File: src/rtl/flaa_map.vh
// Purpose: Constants for the field level alarm annunciator core
// Assumes: 125 MHz reference clock, APB register access
// Notes:   Offsets are byte addresses, one 32-bit word each
`ifndef FLAA_MAP_VH
`define FLAA_MAP_VH
// ====================================================
// Register offsets
`define FLAA_OFF_CTRL      12'h000
`define FLAA_OFF_ALM1      12'h004
`define FLAA_OFF_ALM2      12'h008
`define FLAA_OFF_STATUS    12'h00C
`define FLAA_OFF_LEVEL     12'h010
`define FLAA_OFF_LOG       12'h014
// ====================================================
// Control fields, reset values and alarm threshold limits
`define FLAA_IND_LSB       0
`define FLAA_RATE_LSB      2
`define FLAA_BL_LSB        5
`define FLAA_IND_RST       2'h0
`define FLAA_RATE_RST      3'h1
`define FLAA_BL_RST        3'h1
`define FLAA_ALM1_RST      8'h32
`define FLAA_ALM2_RST      8'hC8
`define FLAA_ALM1_MIN      8'h05
`define FLAA_ALM1_MAX      8'h64
`define FLAA_ALM2_MIN      8'h14
`define FLAA_ALM2_MAX      8'hC8
// ====================================================
// Encodings
`define FLAA_IND_BOTH      2'h0
`define FLAA_IND_TONE      2'h1
`define FLAA_IND_VIB       2'h2
`define FLAA_RATE_4HZ      3'h0
`define FLAA_RATE_1HZ      3'h1
`define FLAA_RATE_5S       3'h2
`define FLAA_RATE_20S      3'h3
`define FLAA_RATE_60S      3'h4
`define FLAA_BL_OFF        3'h0
`define FLAA_BL_10S        3'h1
`define FLAA_BL_30S        3'h2
`define FLAA_BL_60S        3'h3
`define FLAA_BL_ON         3'h4
// ====================================================
// Timing and battery thresholds
`define FLAA_SAMPLE_MS     32
`define FLAA_CLK_KHZ       125000
`define FLAA_SAMP_PER_LOG  3'h7
`define FLAA_SAMP_PER_SEC  5'h1F
`define FLAA_HB_SEC        4'h9
`define FLAA_TONE_LAST     3'h4
`define FLAA_CAL_WAIT      3'h4
`define FLAA_BATT_RED      7'h14
`define FLAA_BATT_WARN     7'h0A
`endif

File: src/rtl/flaa_core.v
// Purpose: Field level monitor core: sampling, averaging, alarms, indicators
// Assumes: Sensor pins and keys are asynchronous; calibration memory answers
//          a held address with stable data within a few cycles
// Notes:   Levels are in percent of the limit; one second is 32 sample ticks
// ====================================================
// Summary of operation
// - Sample the sensor every 32 ms, timed from the system clock.
// - Each fastest-rate log record averages eight consecutive samples.
// - Display level refreshes each second as mean of four log records.
// - Logging rate is configurable, fastest four records per second.
// - Alarm 1 alternates tone and vibrator at about one second period.
// - Alarm 1 lights red and amber LEDs on one side only.
// - Alarm 2 steps through five tones, vibrator at twice alarm 1 rate.
// - Alarm 2 flashes red and amber LEDs on both sides alternately.
// - With only one alarm configured, use the alarm 2 pattern.
// - Default backlight switches off 10 seconds after last activation.
// - Any brief key press turns backlight on and restarts timeout.
// - Heartbeat LED flashes briefly once every 10 seconds.
// - Battery indicator always shown, red background below 20 percent.
// - Below 10 percent charge warn by tone and LEDs, no vibrator or backlight.
// - Enter alarm 1 when level reaches first threshold, default 50 percent.
// - Scale each of three detectors by its own coefficient from sensor memory.
// - Threshold 1 is 5 to 100 percent or off; threshold 2 is 20 to 200.
// - Indication selectable tone+vibrator, tone only, vibrator only; default both.
// - Logging interval 4/s, 1/s, 5 s, 20 s or 60 s; default 1/s.
//
// The address map and the APB interface to the registers are this design's own decisions.
`include "flaa_map.vh"
`timescale 1ns/10ps
`default_nettype none
module flaa_core #(
	parameter SAMPLE_CYC = `FLAA_SAMPLE_MS * `FLAA_CLK_KHZ
) (
	input  wire        ref_clk,
	input  wire        arst_n,
	input  wire        psel,
	input  wire        penable,
	input  wire        pwrite,
	input  wire [11:0] paddr,
	input  wire [31:0] pwdata,
	output reg  [31:0] prdata,
	output reg         pready,
	output reg         pslverr,
	input  wire [11:0] det0,
	input  wire [11:0] det1,
	input  wire [11:0] det2,
	output reg  [1:0]  cal_addr,
	input  wire [15:0] cal_rdata,
	input  wire [2:0]  key_n,
	input  wire [6:0]  batt_pct,
	output reg         tone_en,
	output reg  [2:0]  tone_sel,
	output reg         vib_en,
	output reg         led_red_left,
	output reg         led_amber_left,
	output reg         led_red_right,
	output reg         led_amber_right,
	output reg         backlight,
	output reg         heartbeat_led,
	output reg         batt_red_bg,
	output reg         log_valid,
	output reg  [15:0] log_level
);
// ====================================================
// Functions
function [15:0] scale;
	input [11:0] det;
	input [15:0] coef;
	reg   [27:0] prod;
	begin
		prod  = det * coef;
		// Saturate instead of wrapping when a large coefficient overflows 16 bits
		scale = (prod[27:24] != 4'h0) ? 16'hFFFF : prod[23:8];
	end
endfunction

function [7:0] clamp;
	input [7:0] v;
	input [7:0] lo;
	input [7:0] hi;
	begin
		clamp = (v < lo) ? lo : ((v > hi) ? hi : v);
	end
endfunction

// ====================================================
// Input synchronisers
reg [35:0] det_s1_q, det_s2_q;
reg [15:0] cal_s1_q, cal_s2_q;
reg [2:0]  key_s1_q, key_s2_q, key_prev_q;
reg [6:0]  bat_s1_q, bat_s2_q;
always @(posedge ref_clk or negedge arst_n) begin
	if (!arst_n) begin
		det_s1_q   <= 36'h0_0000_0000;
		det_s2_q   <= 36'h0_0000_0000;
		cal_s1_q   <= 16'h0000;
		cal_s2_q   <= 16'h0000;
		key_s1_q   <= 3'h7;
		key_s2_q   <= 3'h7;
		key_prev_q <= 3'h7;
		bat_s1_q   <= 7'h64;
		bat_s2_q   <= 7'h64;
	end else begin
		det_s1_q   <= {det2, det1, det0};
		det_s2_q   <= det_s1_q;
		cal_s1_q   <= cal_rdata;
		cal_s2_q   <= cal_s1_q;
		key_s1_q   <= key_n;
		key_s2_q   <= key_s1_q;
		key_prev_q <= key_s2_q;
		bat_s1_q   <= batt_pct;
		bat_s2_q   <= bat_s1_q;
	end
end
wire key_press = |(key_prev_q & ~key_s2_q);

// ====================================================
// Calibration read from sensor memory
localparam CAL_ADDR = 2'd0;
localparam CAL_WAIT = 2'd1;
localparam CAL_DONE = 2'd2;
reg [1:0]  cal_st_q;
reg [2:0]  cal_wcnt_q;
reg [15:0] coef_q [0:2];
always @(posedge ref_clk or negedge arst_n) begin
	if (!arst_n) begin
		cal_st_q   <= CAL_ADDR;
		cal_wcnt_q <= 3'h0;
		cal_addr   <= 2'h0;
		coef_q[0]  <= 16'h0000;
		coef_q[1]  <= 16'h0000;
		coef_q[2]  <= 16'h0000;
	end else begin
		case (cal_st_q)
		CAL_ADDR: begin
			cal_wcnt_q <= 3'h0;
			cal_st_q   <= CAL_WAIT;
		end
		CAL_WAIT: begin
			cal_wcnt_q <= cal_wcnt_q + 3'h1;
			if (cal_wcnt_q == `FLAA_CAL_WAIT) begin
				coef_q[cal_addr] <= cal_s2_q;
				if (cal_addr == 2'h2) begin
					cal_st_q <= CAL_DONE;
				end else begin
					cal_addr <= cal_addr + 2'h1;
					cal_st_q <= CAL_ADDR;
				end
			end
		end
		CAL_DONE: cal_st_q <= CAL_DONE;
		default:  cal_st_q <= CAL_ADDR;
		endcase
	end
end
wire cal_done = (cal_st_q == CAL_DONE);

// ====================================================
// Registers and APB slave
reg [1:0] ind_q;
reg [2:0] rate_q, bl_q;
reg [7:0] alm1_q, alm2_q;
reg [1:0] alarm_q;
reg [15:0] disp_q;
reg [15:0] last_log_q;
wire low20 = (bat_s2_q < `FLAA_BATT_RED);
wire low10 = (bat_s2_q < `FLAA_BATT_WARN);
wire hit   = (paddr == `FLAA_OFF_CTRL) || (paddr == `FLAA_OFF_ALM1) ||
             (paddr == `FLAA_OFF_ALM2) || (paddr == `FLAA_OFF_STATUS) ||
             (paddr == `FLAA_OFF_LEVEL) || (paddr == `FLAA_OFF_LOG);
wire wr_en = psel & penable & pready & pwrite & ~pslverr;
always @(posedge ref_clk or negedge arst_n) begin
	if (!arst_n) begin
		pready  <= 1'b0;
		pslverr <= 1'b0;
		prdata  <= 32'h0000_0000;
		ind_q   <= `FLAA_IND_RST;
		rate_q  <= `FLAA_RATE_RST;
		bl_q    <= `FLAA_BL_RST;
		alm1_q  <= `FLAA_ALM1_RST;
		alm2_q  <= `FLAA_ALM2_RST;
	end else begin
		pready  <= psel & ~penable;
		pslverr <= psel & ~penable & ~hit;
		if (psel & ~penable & ~pwrite) begin
			case (paddr)
			`FLAA_OFF_CTRL:   prdata <= {24'h00_0000, bl_q, rate_q, ind_q};
			`FLAA_OFF_ALM1:   prdata <= {24'h00_0000, alm1_q};
			`FLAA_OFF_ALM2:   prdata <= {24'h00_0000, alm2_q};
			`FLAA_OFF_STATUS: prdata <= {27'h000_0000, cal_done, low10, low20, alarm_q};
			`FLAA_OFF_LEVEL:  prdata <= {16'h0000, disp_q};
			`FLAA_OFF_LOG:    prdata <= {16'h0000, last_log_q};
			default:          prdata <= 32'h0000_0000;
			endcase
		end
		if (wr_en) begin
			case (paddr)
			`FLAA_OFF_CTRL: begin
				ind_q  <= (pwdata[1:0] == 2'h3) ? `FLAA_IND_BOTH : pwdata[1:0];
				rate_q <= (pwdata[4:2] > `FLAA_RATE_60S) ? `FLAA_RATE_60S : pwdata[4:2];
				bl_q   <= (pwdata[7:5] > `FLAA_BL_ON) ? `FLAA_BL_ON : pwdata[7:5];
			end
			`FLAA_OFF_ALM1: alm1_q <= (pwdata[7:0] == 8'h00) ? 8'h00 :
			                clamp(pwdata[7:0], `FLAA_ALM1_MIN, `FLAA_ALM1_MAX);
			`FLAA_OFF_ALM2: alm2_q <= clamp(pwdata[7:0], `FLAA_ALM2_MIN, `FLAA_ALM2_MAX);
			default: ;
			endcase
		end
	end
end

// ====================================================
// Sample timebase and averaging
reg [31:0] div_q;
reg [4:0]  samp_q;
reg [18:0] acc8_q;
reg [17:0] acc4_q;
reg [5:0]  lsec_q;
reg [3:0]  hb_q;
reg        samp_tick_q;
wire [17:0] sum3 = {2'b00, scale(det_s2_q[11:0],  coef_q[0])} +
                   {2'b00, scale(det_s2_q[23:12], coef_q[1])} +
                   {2'b00, scale(det_s2_q[35:24], coef_q[2])};
wire [15:0] samp_lvl = (sum3[17:16] != 2'b00) ? 16'hFFFF : sum3[15:0];
wire [18:0] acc8_d   = acc8_q + {3'h0, samp_lvl};
wire [15:0] fast_log = acc8_d[18:3];
wire        log_tick = samp_tick_q & (samp_q[2:0] == `FLAA_SAMP_PER_LOG);
wire        sec_tick = samp_tick_q & (samp_q == `FLAA_SAMP_PER_SEC);
wire [17:0] acc4_d   = acc4_q + {2'b00, fast_log};
reg  [5:0]  lsec_lim;
always @* begin
	case (rate_q)
	`FLAA_RATE_5S:  lsec_lim = 6'd4;
	`FLAA_RATE_20S: lsec_lim = 6'd19;
	`FLAA_RATE_60S: lsec_lim = 6'd59;
	default:        lsec_lim = 6'd0;
	endcase
end
always @(posedge ref_clk or negedge arst_n) begin
	if (!arst_n) begin
		div_q       <= 32'h0000_0000;
		samp_tick_q <= 1'b0;
		samp_q      <= 5'h00;
		acc8_q      <= 19'h0_0000;
		acc4_q      <= 18'h0_0000;
		disp_q      <= 16'h0000;
		last_log_q  <= 16'h0000;
		lsec_q      <= 6'h00;
		// Start past zero so no stretched flash follows the calibration read
		hb_q        <= 4'h1;
		log_valid   <= 1'b0;
		log_level   <= 16'h0000;
	end else begin
		samp_tick_q <= 1'b0;
		log_valid   <= 1'b0;
		if (cal_done) begin
			if (div_q == SAMPLE_CYC - 1) begin
				div_q       <= 32'h0000_0000;
				samp_tick_q <= 1'b1;
			end else begin
				div_q <= div_q + 32'h0000_0001;
			end
		end
		if (samp_tick_q) begin
			samp_q <= samp_q + 5'h01;
			acc8_q <= log_tick ? 19'h0_0000 : acc8_d;
		end
		if (log_tick) begin
			last_log_q <= fast_log;
			acc4_q     <= sec_tick ? 18'h0_0000 : acc4_d;
			if (rate_q == `FLAA_RATE_4HZ) begin
				log_valid <= 1'b1;
				log_level <= fast_log;
			end
		end
		if (sec_tick) begin
			disp_q <= acc4_d[17:2];
			hb_q   <= (hb_q == `FLAA_HB_SEC) ? 4'h0 : hb_q + 4'h1;
			if (rate_q != `FLAA_RATE_4HZ) begin
				if (lsec_q >= lsec_lim) begin
					lsec_q    <= 6'h00;
					log_valid <= 1'b1;
					log_level <= acc4_d[17:2];
				end else begin
					lsec_q <= lsec_q + 6'h01;
				end
			end
		end
	end
end

// ====================================================
// Alarm state, judged on every fast log so it reacts in 256 ms
localparam ALM_NONE = 2'd0;
localparam ALM_ONE  = 2'd1;
localparam ALM_TWO  = 2'd2;
wire over1 = (alm1_q != 8'h00) && (last_log_q >= {8'h00, alm1_q});
wire over2 = (last_log_q >= {8'h00, alm2_q});
always @(posedge ref_clk or negedge arst_n) begin
	if (!arst_n) begin
		alarm_q <= ALM_NONE;
	end else begin
		if (over2) begin
			alarm_q <= ALM_TWO;
		end else if (over1) begin
			alarm_q <= ALM_ONE;
		end else begin
			alarm_q <= ALM_NONE;
		end
	end
end

// ====================================================
// Indicators
reg [2:0] tone_idx_q;
reg [5:0] bl_cnt_q;
reg       bl_on_q;
reg [5:0] bl_lim;
always @* begin
	case (bl_q)
	`FLAA_BL_30S: bl_lim = 6'd30;
	`FLAA_BL_60S: bl_lim = 6'd60;
	default:      bl_lim = 6'd10;
	endcase
end
wire allow_tone = (ind_q != `FLAA_IND_VIB);
wire allow_vib  = (ind_q != `FLAA_IND_TONE);
wire ph1        = samp_q[4];
wire ph2        = samp_q[3];
always @(posedge ref_clk or negedge arst_n) begin
	if (!arst_n) begin
		tone_idx_q      <= 3'h0;
		bl_cnt_q        <= 6'h00;
		bl_on_q         <= 1'b0;
		tone_en         <= 1'b0;
		tone_sel        <= 3'h0;
		vib_en          <= 1'b0;
		led_red_left    <= 1'b0;
		led_amber_left  <= 1'b0;
		led_red_right   <= 1'b0;
		led_amber_right <= 1'b0;
		backlight       <= 1'b0;
		heartbeat_led   <= 1'b0;
		batt_red_bg     <= 1'b0;
	end else begin
		if (samp_tick_q && samp_q[2:0] == 3'h7) begin
			tone_idx_q <= (tone_idx_q == `FLAA_TONE_LAST) ? 3'h0 : tone_idx_q + 3'h1;
		end
		if (key_press) begin
			bl_on_q  <= 1'b1;
			bl_cnt_q <= 6'h00;
		end else if (sec_tick && bl_on_q) begin
			if (bl_cnt_q + 6'h01 >= bl_lim) begin
				bl_on_q <= 1'b0;
			end else begin
				bl_cnt_q <= bl_cnt_q + 6'h01;
			end
		end
		// Warning must not drain the battery further, so no backlight below 10 percent
		backlight     <= ~low10 & (bl_q == `FLAA_BL_ON ||
		                 (bl_q != `FLAA_BL_OFF && bl_on_q));
		heartbeat_led <= (hb_q == 4'h0) && (samp_q == 5'h00) && cal_done;
		batt_red_bg   <= low20;
		case (alarm_q)
		ALM_ONE: begin
			tone_en         <= allow_tone & ph1;
			vib_en          <= allow_vib & ~ph1;
			tone_sel        <= 3'h0;
			led_red_left    <= 1'b1;
			led_amber_left  <= 1'b1;
			led_red_right   <= 1'b0;
			led_amber_right <= 1'b0;
		end
		ALM_TWO: begin
			tone_en         <= allow_tone;
			tone_sel        <= tone_idx_q;
			vib_en          <= allow_vib & ph2;
			led_red_left    <= ph2;
			led_amber_left  <= ph2;
			led_red_right   <= ~ph2;
			led_amber_right <= ~ph2;
		end
		default: begin
			// Field alarms above win; the battery pattern only shows when quiet
			tone_en         <= low10 & ph1;
			tone_sel        <= 3'h0;
			vib_en          <= 1'b0;
			led_red_left    <= 1'b0;
			led_amber_left  <= low10 & ph1;
			led_red_right   <= 1'b0;
			led_amber_right <= low10 & ph1;
		end
		endcase
	end
end
endmodule
`default_nettype wire

File: config.mk
export PLATFORM = sky130hd
export DESIGN_NAME = flaa_core
export DESIGN_NICKNAME = d
export VERILOG_FILES = /design/src/rtl/flaa_core.v
export VERILOG_INCLUDE_DIRS = /design/src /design/src/rtl
export SDC_FILE = /design/constraint.sdc
export NUM_CORES = 2
export LEC_CHECK = 0
export ABC_AREA = 0
export BUFFER_PORTS_ARGS = -buffer_cell sky130_fd_sc_hd__buf_4
export CORE_UTILIZATION = 66
export CTS_BUF_LIST = sky130_fd_sc_hd__clkbuf_4 sky130_fd_sc_hd__clkbuf_8
export DETAILED_ROUTE_END_ITERATION = 8
export PLACE_DENSITY = 0.85
export RECOVER_POWER = 100
export SLEW_MARGIN = 30
export SYNTH_ARGS = -nofsm -noshare
export SYNTH_HDL_FRONTEND = slang
export SYNTH_SLANG_ARGS = --single-unit
File: constraint.sdc
create_clock -name ref_clk -period 22.7 [get_ports ref_clk]
set_clock_uncertainty 0.05 [all_clocks]
set_input_delay 1.135 -clock ref_clk [delete_from_list [all_inputs] [get_ports ref_clk]]
set_output_delay 1.135 -clock ref_clk [all_outputs]
set_load 0.1 [all_outputs]
# ---- Word-level counts from Yosys, hierarchy flattened
# Index checks and enable logic that the tools add are counted.
dict set report word_totals {
  register_bits 398
  inputBits 111
  output_inout_bits 65
}
dict set report op_classes {
  n_addsub 12
  n_mul 3
  magnitude_cmp 14
  n_eq_ne 27
  mux 55
  n_bitwise 25
  reduce_logical 38
}
# cell count
set op_table {}
lappend op_table {{$mux 16} 10}
lappend op_table {{$pmux 16 s6} 1}
lappend op_table {{$mul 12x16->28} 3}
lappend op_table {{$bwmux 48} 1}
lappend op_table {{$mux 8} 5}
lappend op_table {{$add 32x1->32 const B} 1}
lappend op_table {{$demux 16 s2} 1}
lappend op_table {{$eq 32x22->1 const B} 1}
lappend op_table {{$ge 16x8->1} 2}
lappend op_table {{$mux 32} 1}
lappend op_table {{$eq 12x4->1 const B} 2}
lappend op_table {{$eq 12x5->1 const B} 2}
lappend op_table {{$mux 6} 4}
lappend op_table {{$add 19x16->19} 1}
lappend op_table {{$mux 19} 1}
lappend op_table {{$add 17x16->18} 1}
lappend op_table {{$add 18x16->18} 1}
lappend op_table {{$mux 18} 1}
lappend op_table {{$pmux 6 s3} 1}
lappend op_table {{$add 16x16->17} 1}
lappend op_table {{$eq 3x3->1 const B} 5}
lappend op_table {{$and 1x1->1} 14}
lappend op_table {{$reduce_and 2->1} 7}
lappend op_table {{$add 6x1->6 const B} 2}
lappend op_table {{other kinds (48)} 105}

# ---- Depth between registers and ports, before layout
dict set report depth {
  depth_word 13
  ltp_mapped 53
}

# ---- Least setup slack after synthesis
# Ideal clock, no wire load.
dict set report synth_path {
  path_type {register to register}
  startpoint {register det_s2_q[3]}
  endpoint {register log_level[14]}
  setup_ns 0.068
  t_arrival_ns 12.174
  t_required_ns 22.582
  setup_slack_ns 10.409
  stages_incl_launch_ff 51
  n_path_buf 4
  period_less_slack_ns 12.291
  cell_sequence {dfrtp_1 -> clkbuf_1 -> nand2_1 -> fa_1 -> fa_1 -> inv_1 -> fa_1 -> fa_1 -> inv_1 -> fa_1 -> inv_1 -> ha_1 -> clkbuf_1 -> a21o_1 -> o21bai_1 -> a31o_2 -> a21o_1 -> nor3_1 -> [... 15 more ...] -> ha_1 -> fa_1 -> a211oi_1 -> o21bai_1 -> a21oi_1 -> o21bai_1 -> a21oi_1 -> xor2_1 -> inv_1 -> ha_1 -> inv_1 -> o22ai_1 -> o41ai_1 -> o21ai_0 -> o21ai_0 -> xnor2_1 -> nand2b_1 -> o221a_2}
}
dict set report synth_between {
  elab_cells_between_ends 14
  cone_classes {add/sub: 4; mul: 1; mux: 7; reduce/logical: 2}
}
# item line
set synth_rtl {}
lappend synth_rtl {{from (decl)} flaa_core.v:88} ;# reg [35:0] det_s1_q, det_s2_q;
lappend synth_rtl {{from (signal assigned)} flaa_core.v:105} ;# det_s2_q <= det_s1_q;
lappend synth_rtl {{$mul 12x16->28 *} flaa_core.v:71} ;# prod = det * coef;
lappend synth_rtl {{$reduce_bool 4->1} flaa_core.v:73} ;# scale = (prod[27:24] != 4'h0) ? 16'hFFFF : prod[23:8];
lappend synth_rtl {{$mux 16 *} flaa_core.v:73}
lappend synth_rtl {{$add 16x16->17 *} flaa_core.v:221} ;# wire [17:0] sum3 = {2'b00, scale(det_s2_q[11:0], coef_q[0])} +
lappend synth_rtl {{$add 17x16->18 *} flaa_core.v:222} ;# {2'b00, scale(det_s2_q[23:12], coef_q[1])} +
lappend synth_rtl {{$reduce_bool 2->1} flaa_core.v:224} ;# wire [15:0] samp_lvl = (sum3[17:16] != 2'b00) ? 16'hFFFF : sum3[15:0];
lappend synth_rtl {{$mux 16 *} flaa_core.v:224}
lappend synth_rtl {{$add 19x16->19 *} flaa_core.v:225} ;# wire [18:0] acc8_d = acc8_q + {3'h0, samp_lvl};
lappend synth_rtl {{named net acc8_d[8]} flaa_core.v:225}
lappend synth_rtl {{$add 18x16->18 *} flaa_core.v:229} ;# wire [17:0] acc4_d = acc4_q + {2'b00, fast_log};
lappend synth_rtl {{$mux 16 *} flaa_core.v:280} ;# if (lsec_q >= lsec_lim) begin
lappend synth_rtl {{$mux 16 *} flaa_core.v:279} ;# if (rate_q != `FLAA_RATE_4HZ) begin
lappend synth_rtl {{$mux 16 *} flaa_core.v:276} ;# if (sec_tick) begin
lappend synth_rtl {{to (signal assigned)} flaa_core.v:273} ;# log_level <= fast_log;
lappend synth_rtl {{to (signal assigned)} flaa_core.v:283} ;# log_level <= acc4_d[17:2];
lappend synth_rtl {{to (decl)} flaa_core.v:62} ;# output reg [15:0] log_level
# Mark *: on every way through the listed nets, which the timed path passes. The rest lies on a longest branch.
# A chain may end at the register's enable or synchronous reset.

# ---- Worst setup path after layout
dict set report layout_path {
  startpoint {register det_s2_q[15]}
  endpoint {register log_level[14]}
}
# Same word-level chain as after synthesis.

==> impl_metrics.env <==
export IMPL_hold_path_class="register to register"
export IMPL_num_vias=26695
export IMPL_synth_area_um2=35700
export IMPL_min_period_over_period_pct=63.7
export IMPL_rr_startpoint="det_s2_q[15]$_DFF_PN0_"
export IMPL_gp_congestion=0.916
export IMPL_ff2ff_path_depth=46
export IMPL_fin_setup_tns_ns=0
export IMPL_outcome="complete, but fails checks"
export IMPL_synth_cells=3782
export IMPL_peakVddDrop_uv=194
export IMPL_hold_buffers=0
export IMPL_worst_setup_path_start_kind="register"
export IMPL_cts_resized=0
export IMPL_dp_slack_ns=8.77
export IMPL_io_buffers=134
export IMPL_synth_edff_count=0
export IMPL_avgSynthCellArea_um2=9.45
export IMPL_area_delta_synth_final_pct=7.68
export IMPL_violations="max-capacitance violations, max-slew violations"
export IMPL_grt_overflow_total=0
export IMPL_grt_pass1_vias=28227
export IMPL_critical_path_slowest_cell="a211oi_1"
export IMPL_post_drt_wl_per_cell_um=17.8
export IMPL_max_stage_delay_ns=0.91
export IMPL_h_tree_depth=3
export IMPL_vias_per_cell=5.81
export IMPL_synth_cell_types=81
export IMPL_slew_headroom_pct=-169
export IMPL_postCtsSetupBuffers=0
export IMPL_maxSlewViolCount=499
export IMPL_nets=4678
export IMPL_synth_common_cells="638 x inv_1, 527 x nand2_1, 436 x fa_1"
export IMPL_io_pins=176
export IMPL_grt_pass1_wl_um=140000
export IMPL_critPathLaunch="det_s2_q[15]$_DFF_PN0_"
export IMPL_yosys_register_bits=380
export IMPL_worstPathRequired_ns=23.24
export IMPL_cts_buffers=70
export IMPL_dp_hpwl_um=61100
export IMPL_critPathCaptureType="register"
export IMPL_hold_viol=0
export IMPL_first_pass_iters=6
export IMPL_synth_area_leaders="dfrtp_1 25%, fa_1 24%, ha_1 9.6%"
export IMPL_seq_area_frac_synth_pct=26.7
export IMPL_coreArea_um2=53000
export IMPL_r2r_end="log_level[14]$_DFF_PN0_"
export IMPL_cts_root_buf="clkbuf_8"
export IMPL_clkSlewWorstSetupHoldPaths_ns=0.07
export IMPL_clock_latency_ns=0.73
export IMPL_drive_gt1_share_pct=8.44
export IMPL_fmax_ghz=0.0692
export IMPL_die_area_um2=55100
export IMPL_wl_um=81900
export IMPL_p_per_area_nw_per_um2=139
export IMPL_grtUsageTotal_pct=31.5
export IMPL_die_y_um=235
export IMPL_crit_arrival_ns=15.00
export IMPL_criticalPathCategory="register to register"
export IMPL_setup_viol=0
export IMPL_cts_buffer_depth=3
export IMPL_cp_max_fo=16
export IMPL_rows=84
export IMPL_cp_endpoint="log_level[14]$_DFF_PN0_"
export IMPL_drtAntennaViolNets=0
export IMPL_initial_core_util_pct=67.4
export IMPL_async_flop_share_pct=100
export IMPL_setup_slack_ns=8.24
export IMPL_yosysMostFrequentCell="inv_1"
export IMPL_yosysWarnings=0
export IMPL_r2r_slack_ns=8.24
export IMPL_yosysTopAreaCell="dfrtp_1"
export IMPL_synthFlopType="dfrtp_1"
export IMPL_worstMarginPinSlew_ns=4.04
export IMPL_synth_top_area_share_pct=24.9
export IMPL_drt_iter0_markers=1850
export IMPL_grt_max_degree=119
export IMPL_cts_tree="built"
export IMPL_power_leakage_nw=19.2
export IMPL_cts_sinks=380
export IMPL_antenna_found_initial=1
export IMPL_rsz0062_at_grt="no"
export IMPL_finalCriticalPeriod_ns=14.46
export IMPL_fp_dieW_um=235
export IMPL_maxCapViolations=8
export IMPL_critPathMostFrequentCell="fa_1"
export IMPL_drc_errors=0
worst min-delay path by stage:
| stage | to | cells after the start | slack [ns] | startpoint |
|---|---|---|---|---|
| after CTS | cal_s2_q[8]$_DFF_PN0_ | 0 | 0.28 | cal_s1_q[8]$_DFF_PN0_ |
| after floorplan | bat_s2_q[1]$_DFF_PN0_ | 0 | 0.28 | bat_s1_q[1]$_DFF_PN0_ |
| final | cal_s2_q[8]$_DFF_PN0_ | 0 | 0.28 | cal_s1_q[8]$_DFF_PN0_ |
| after detailed placement | det_s2_q[18]$_DFF_PN0_ | 0 | 0.28 | det_s1_q[18]$_DFF_PN0_ |
| after global placement | bat_s2_q[3]$_DFF_PN0_ | 0 | 0.28 | bat_s1_q[3]$_DFF_PN0_ |
| after global routing | cal_s2_q[8]$_DFF_PN0_ | 0 | 0.29 | cal_s1_q[8]$_DFF_PN0_ |
placed cells by master, fill, tap and decap left out, drive strengths merged, types with 51 or more instances in the layout:
cell	count
inv	644
nand2	527
fa	436
dfrtp	356
ha	275
clkbuf	230
and2	222
nor2	149
o21ai	133
a21oi	110
xnor2	81
mux2	61
nor3	53
xor2	51
sequential cells by signal (all words and copies together) (netlist names), 18 cells and up:
signal and count:
coef_q 48, det_s1_q 36, det_s2_q 36, div_q 32, acc8_q 19, acc4_q 18
power breakdown:
part / switching, mW / total, mW / internal [mW]
clock network: 0.320 / 0.759 / 0.439
logic: 2.26 / 3.84 / 1.58
registers: 0.0480 / 0.747 / 0.699
total: 2.63 / 5.35 / 2.72
per-layer routing:
metal,track usage (%),routed length (um),up-vias
li1,-,-,12151
met1,40.0,32000,13250
met2,52.6,40300,1028
met3,5.91,5820,266
met4,14.4,3800,0
met5,0,0,-
cell families (layout without fill, tap and decap cells):
kind of cell	count (synthesis)	after routing	synth area share, %
AND/OR/NAND/NOR	1173	1173	15.8
flip-flops	380	380	26.7
other	1	17	0.0105
AO/OA/AOI/OAI	513	513	9.37
XOR/XNOR	132	132	3.24
buffers and inverters	801	912	8.60
adder cells (fa/ha/maj)	711	711	34.1
multiplexers	71	71	2.20
layout make-up:
| type | count | area (um2) |
|---|---|---|
| Sequential cell | 380 | 9540 |
| Clock buffer | 105 | 1280 |
| Tap cell | 688 | 861 |
| Clock inverter | 19 | 327 |
| Multi-Input combinational cell | 2616 | 23200 |
| Inverter | 638 | 2390 |
| Timing Repair Buffer | 150 | 890 |
| Antenna cell | 1 | 2.50 |
| Fill cell | 3807 | 14500 |
through the flow:
step / hold WS (ns) / cells / power [mW] / instance area [um2] / util, %
2_1_floorplan: 0.281 / 3797 / 3.74 / 35800 / -
3_3_place_gp: 0.282 / 4471 / 4.46 / 37100 / 70.0
3_5_place_dp: 0.285 / 4471 / 4.53 / 37100 / 70.1
4_1_cts: 0.278 / 4595 / 5.33 / 38700 / 73.1
5_1_grt: 0.287 / 4597 / 5.89 / 38500 / 72.6
6_report: 0.276 / 4597 / 5.35 / 38500 / 72.6
worst max-delay path: cells and delay by family, from the launching register on:
family | cells | cell delay (ns)
AO/OA/AOI/OAI | 18 | 5.98
adder cells (fa/ha/maj) | 11 | 4.32
AND/OR/NAND/NOR | 11 | 2.39
flip-flops | 1 | 0.72
XOR/XNOR | 2 | 0.59
buffers and inverters | 4 | 0.29
Note: power is estimated with default switching activity, not from simulation.
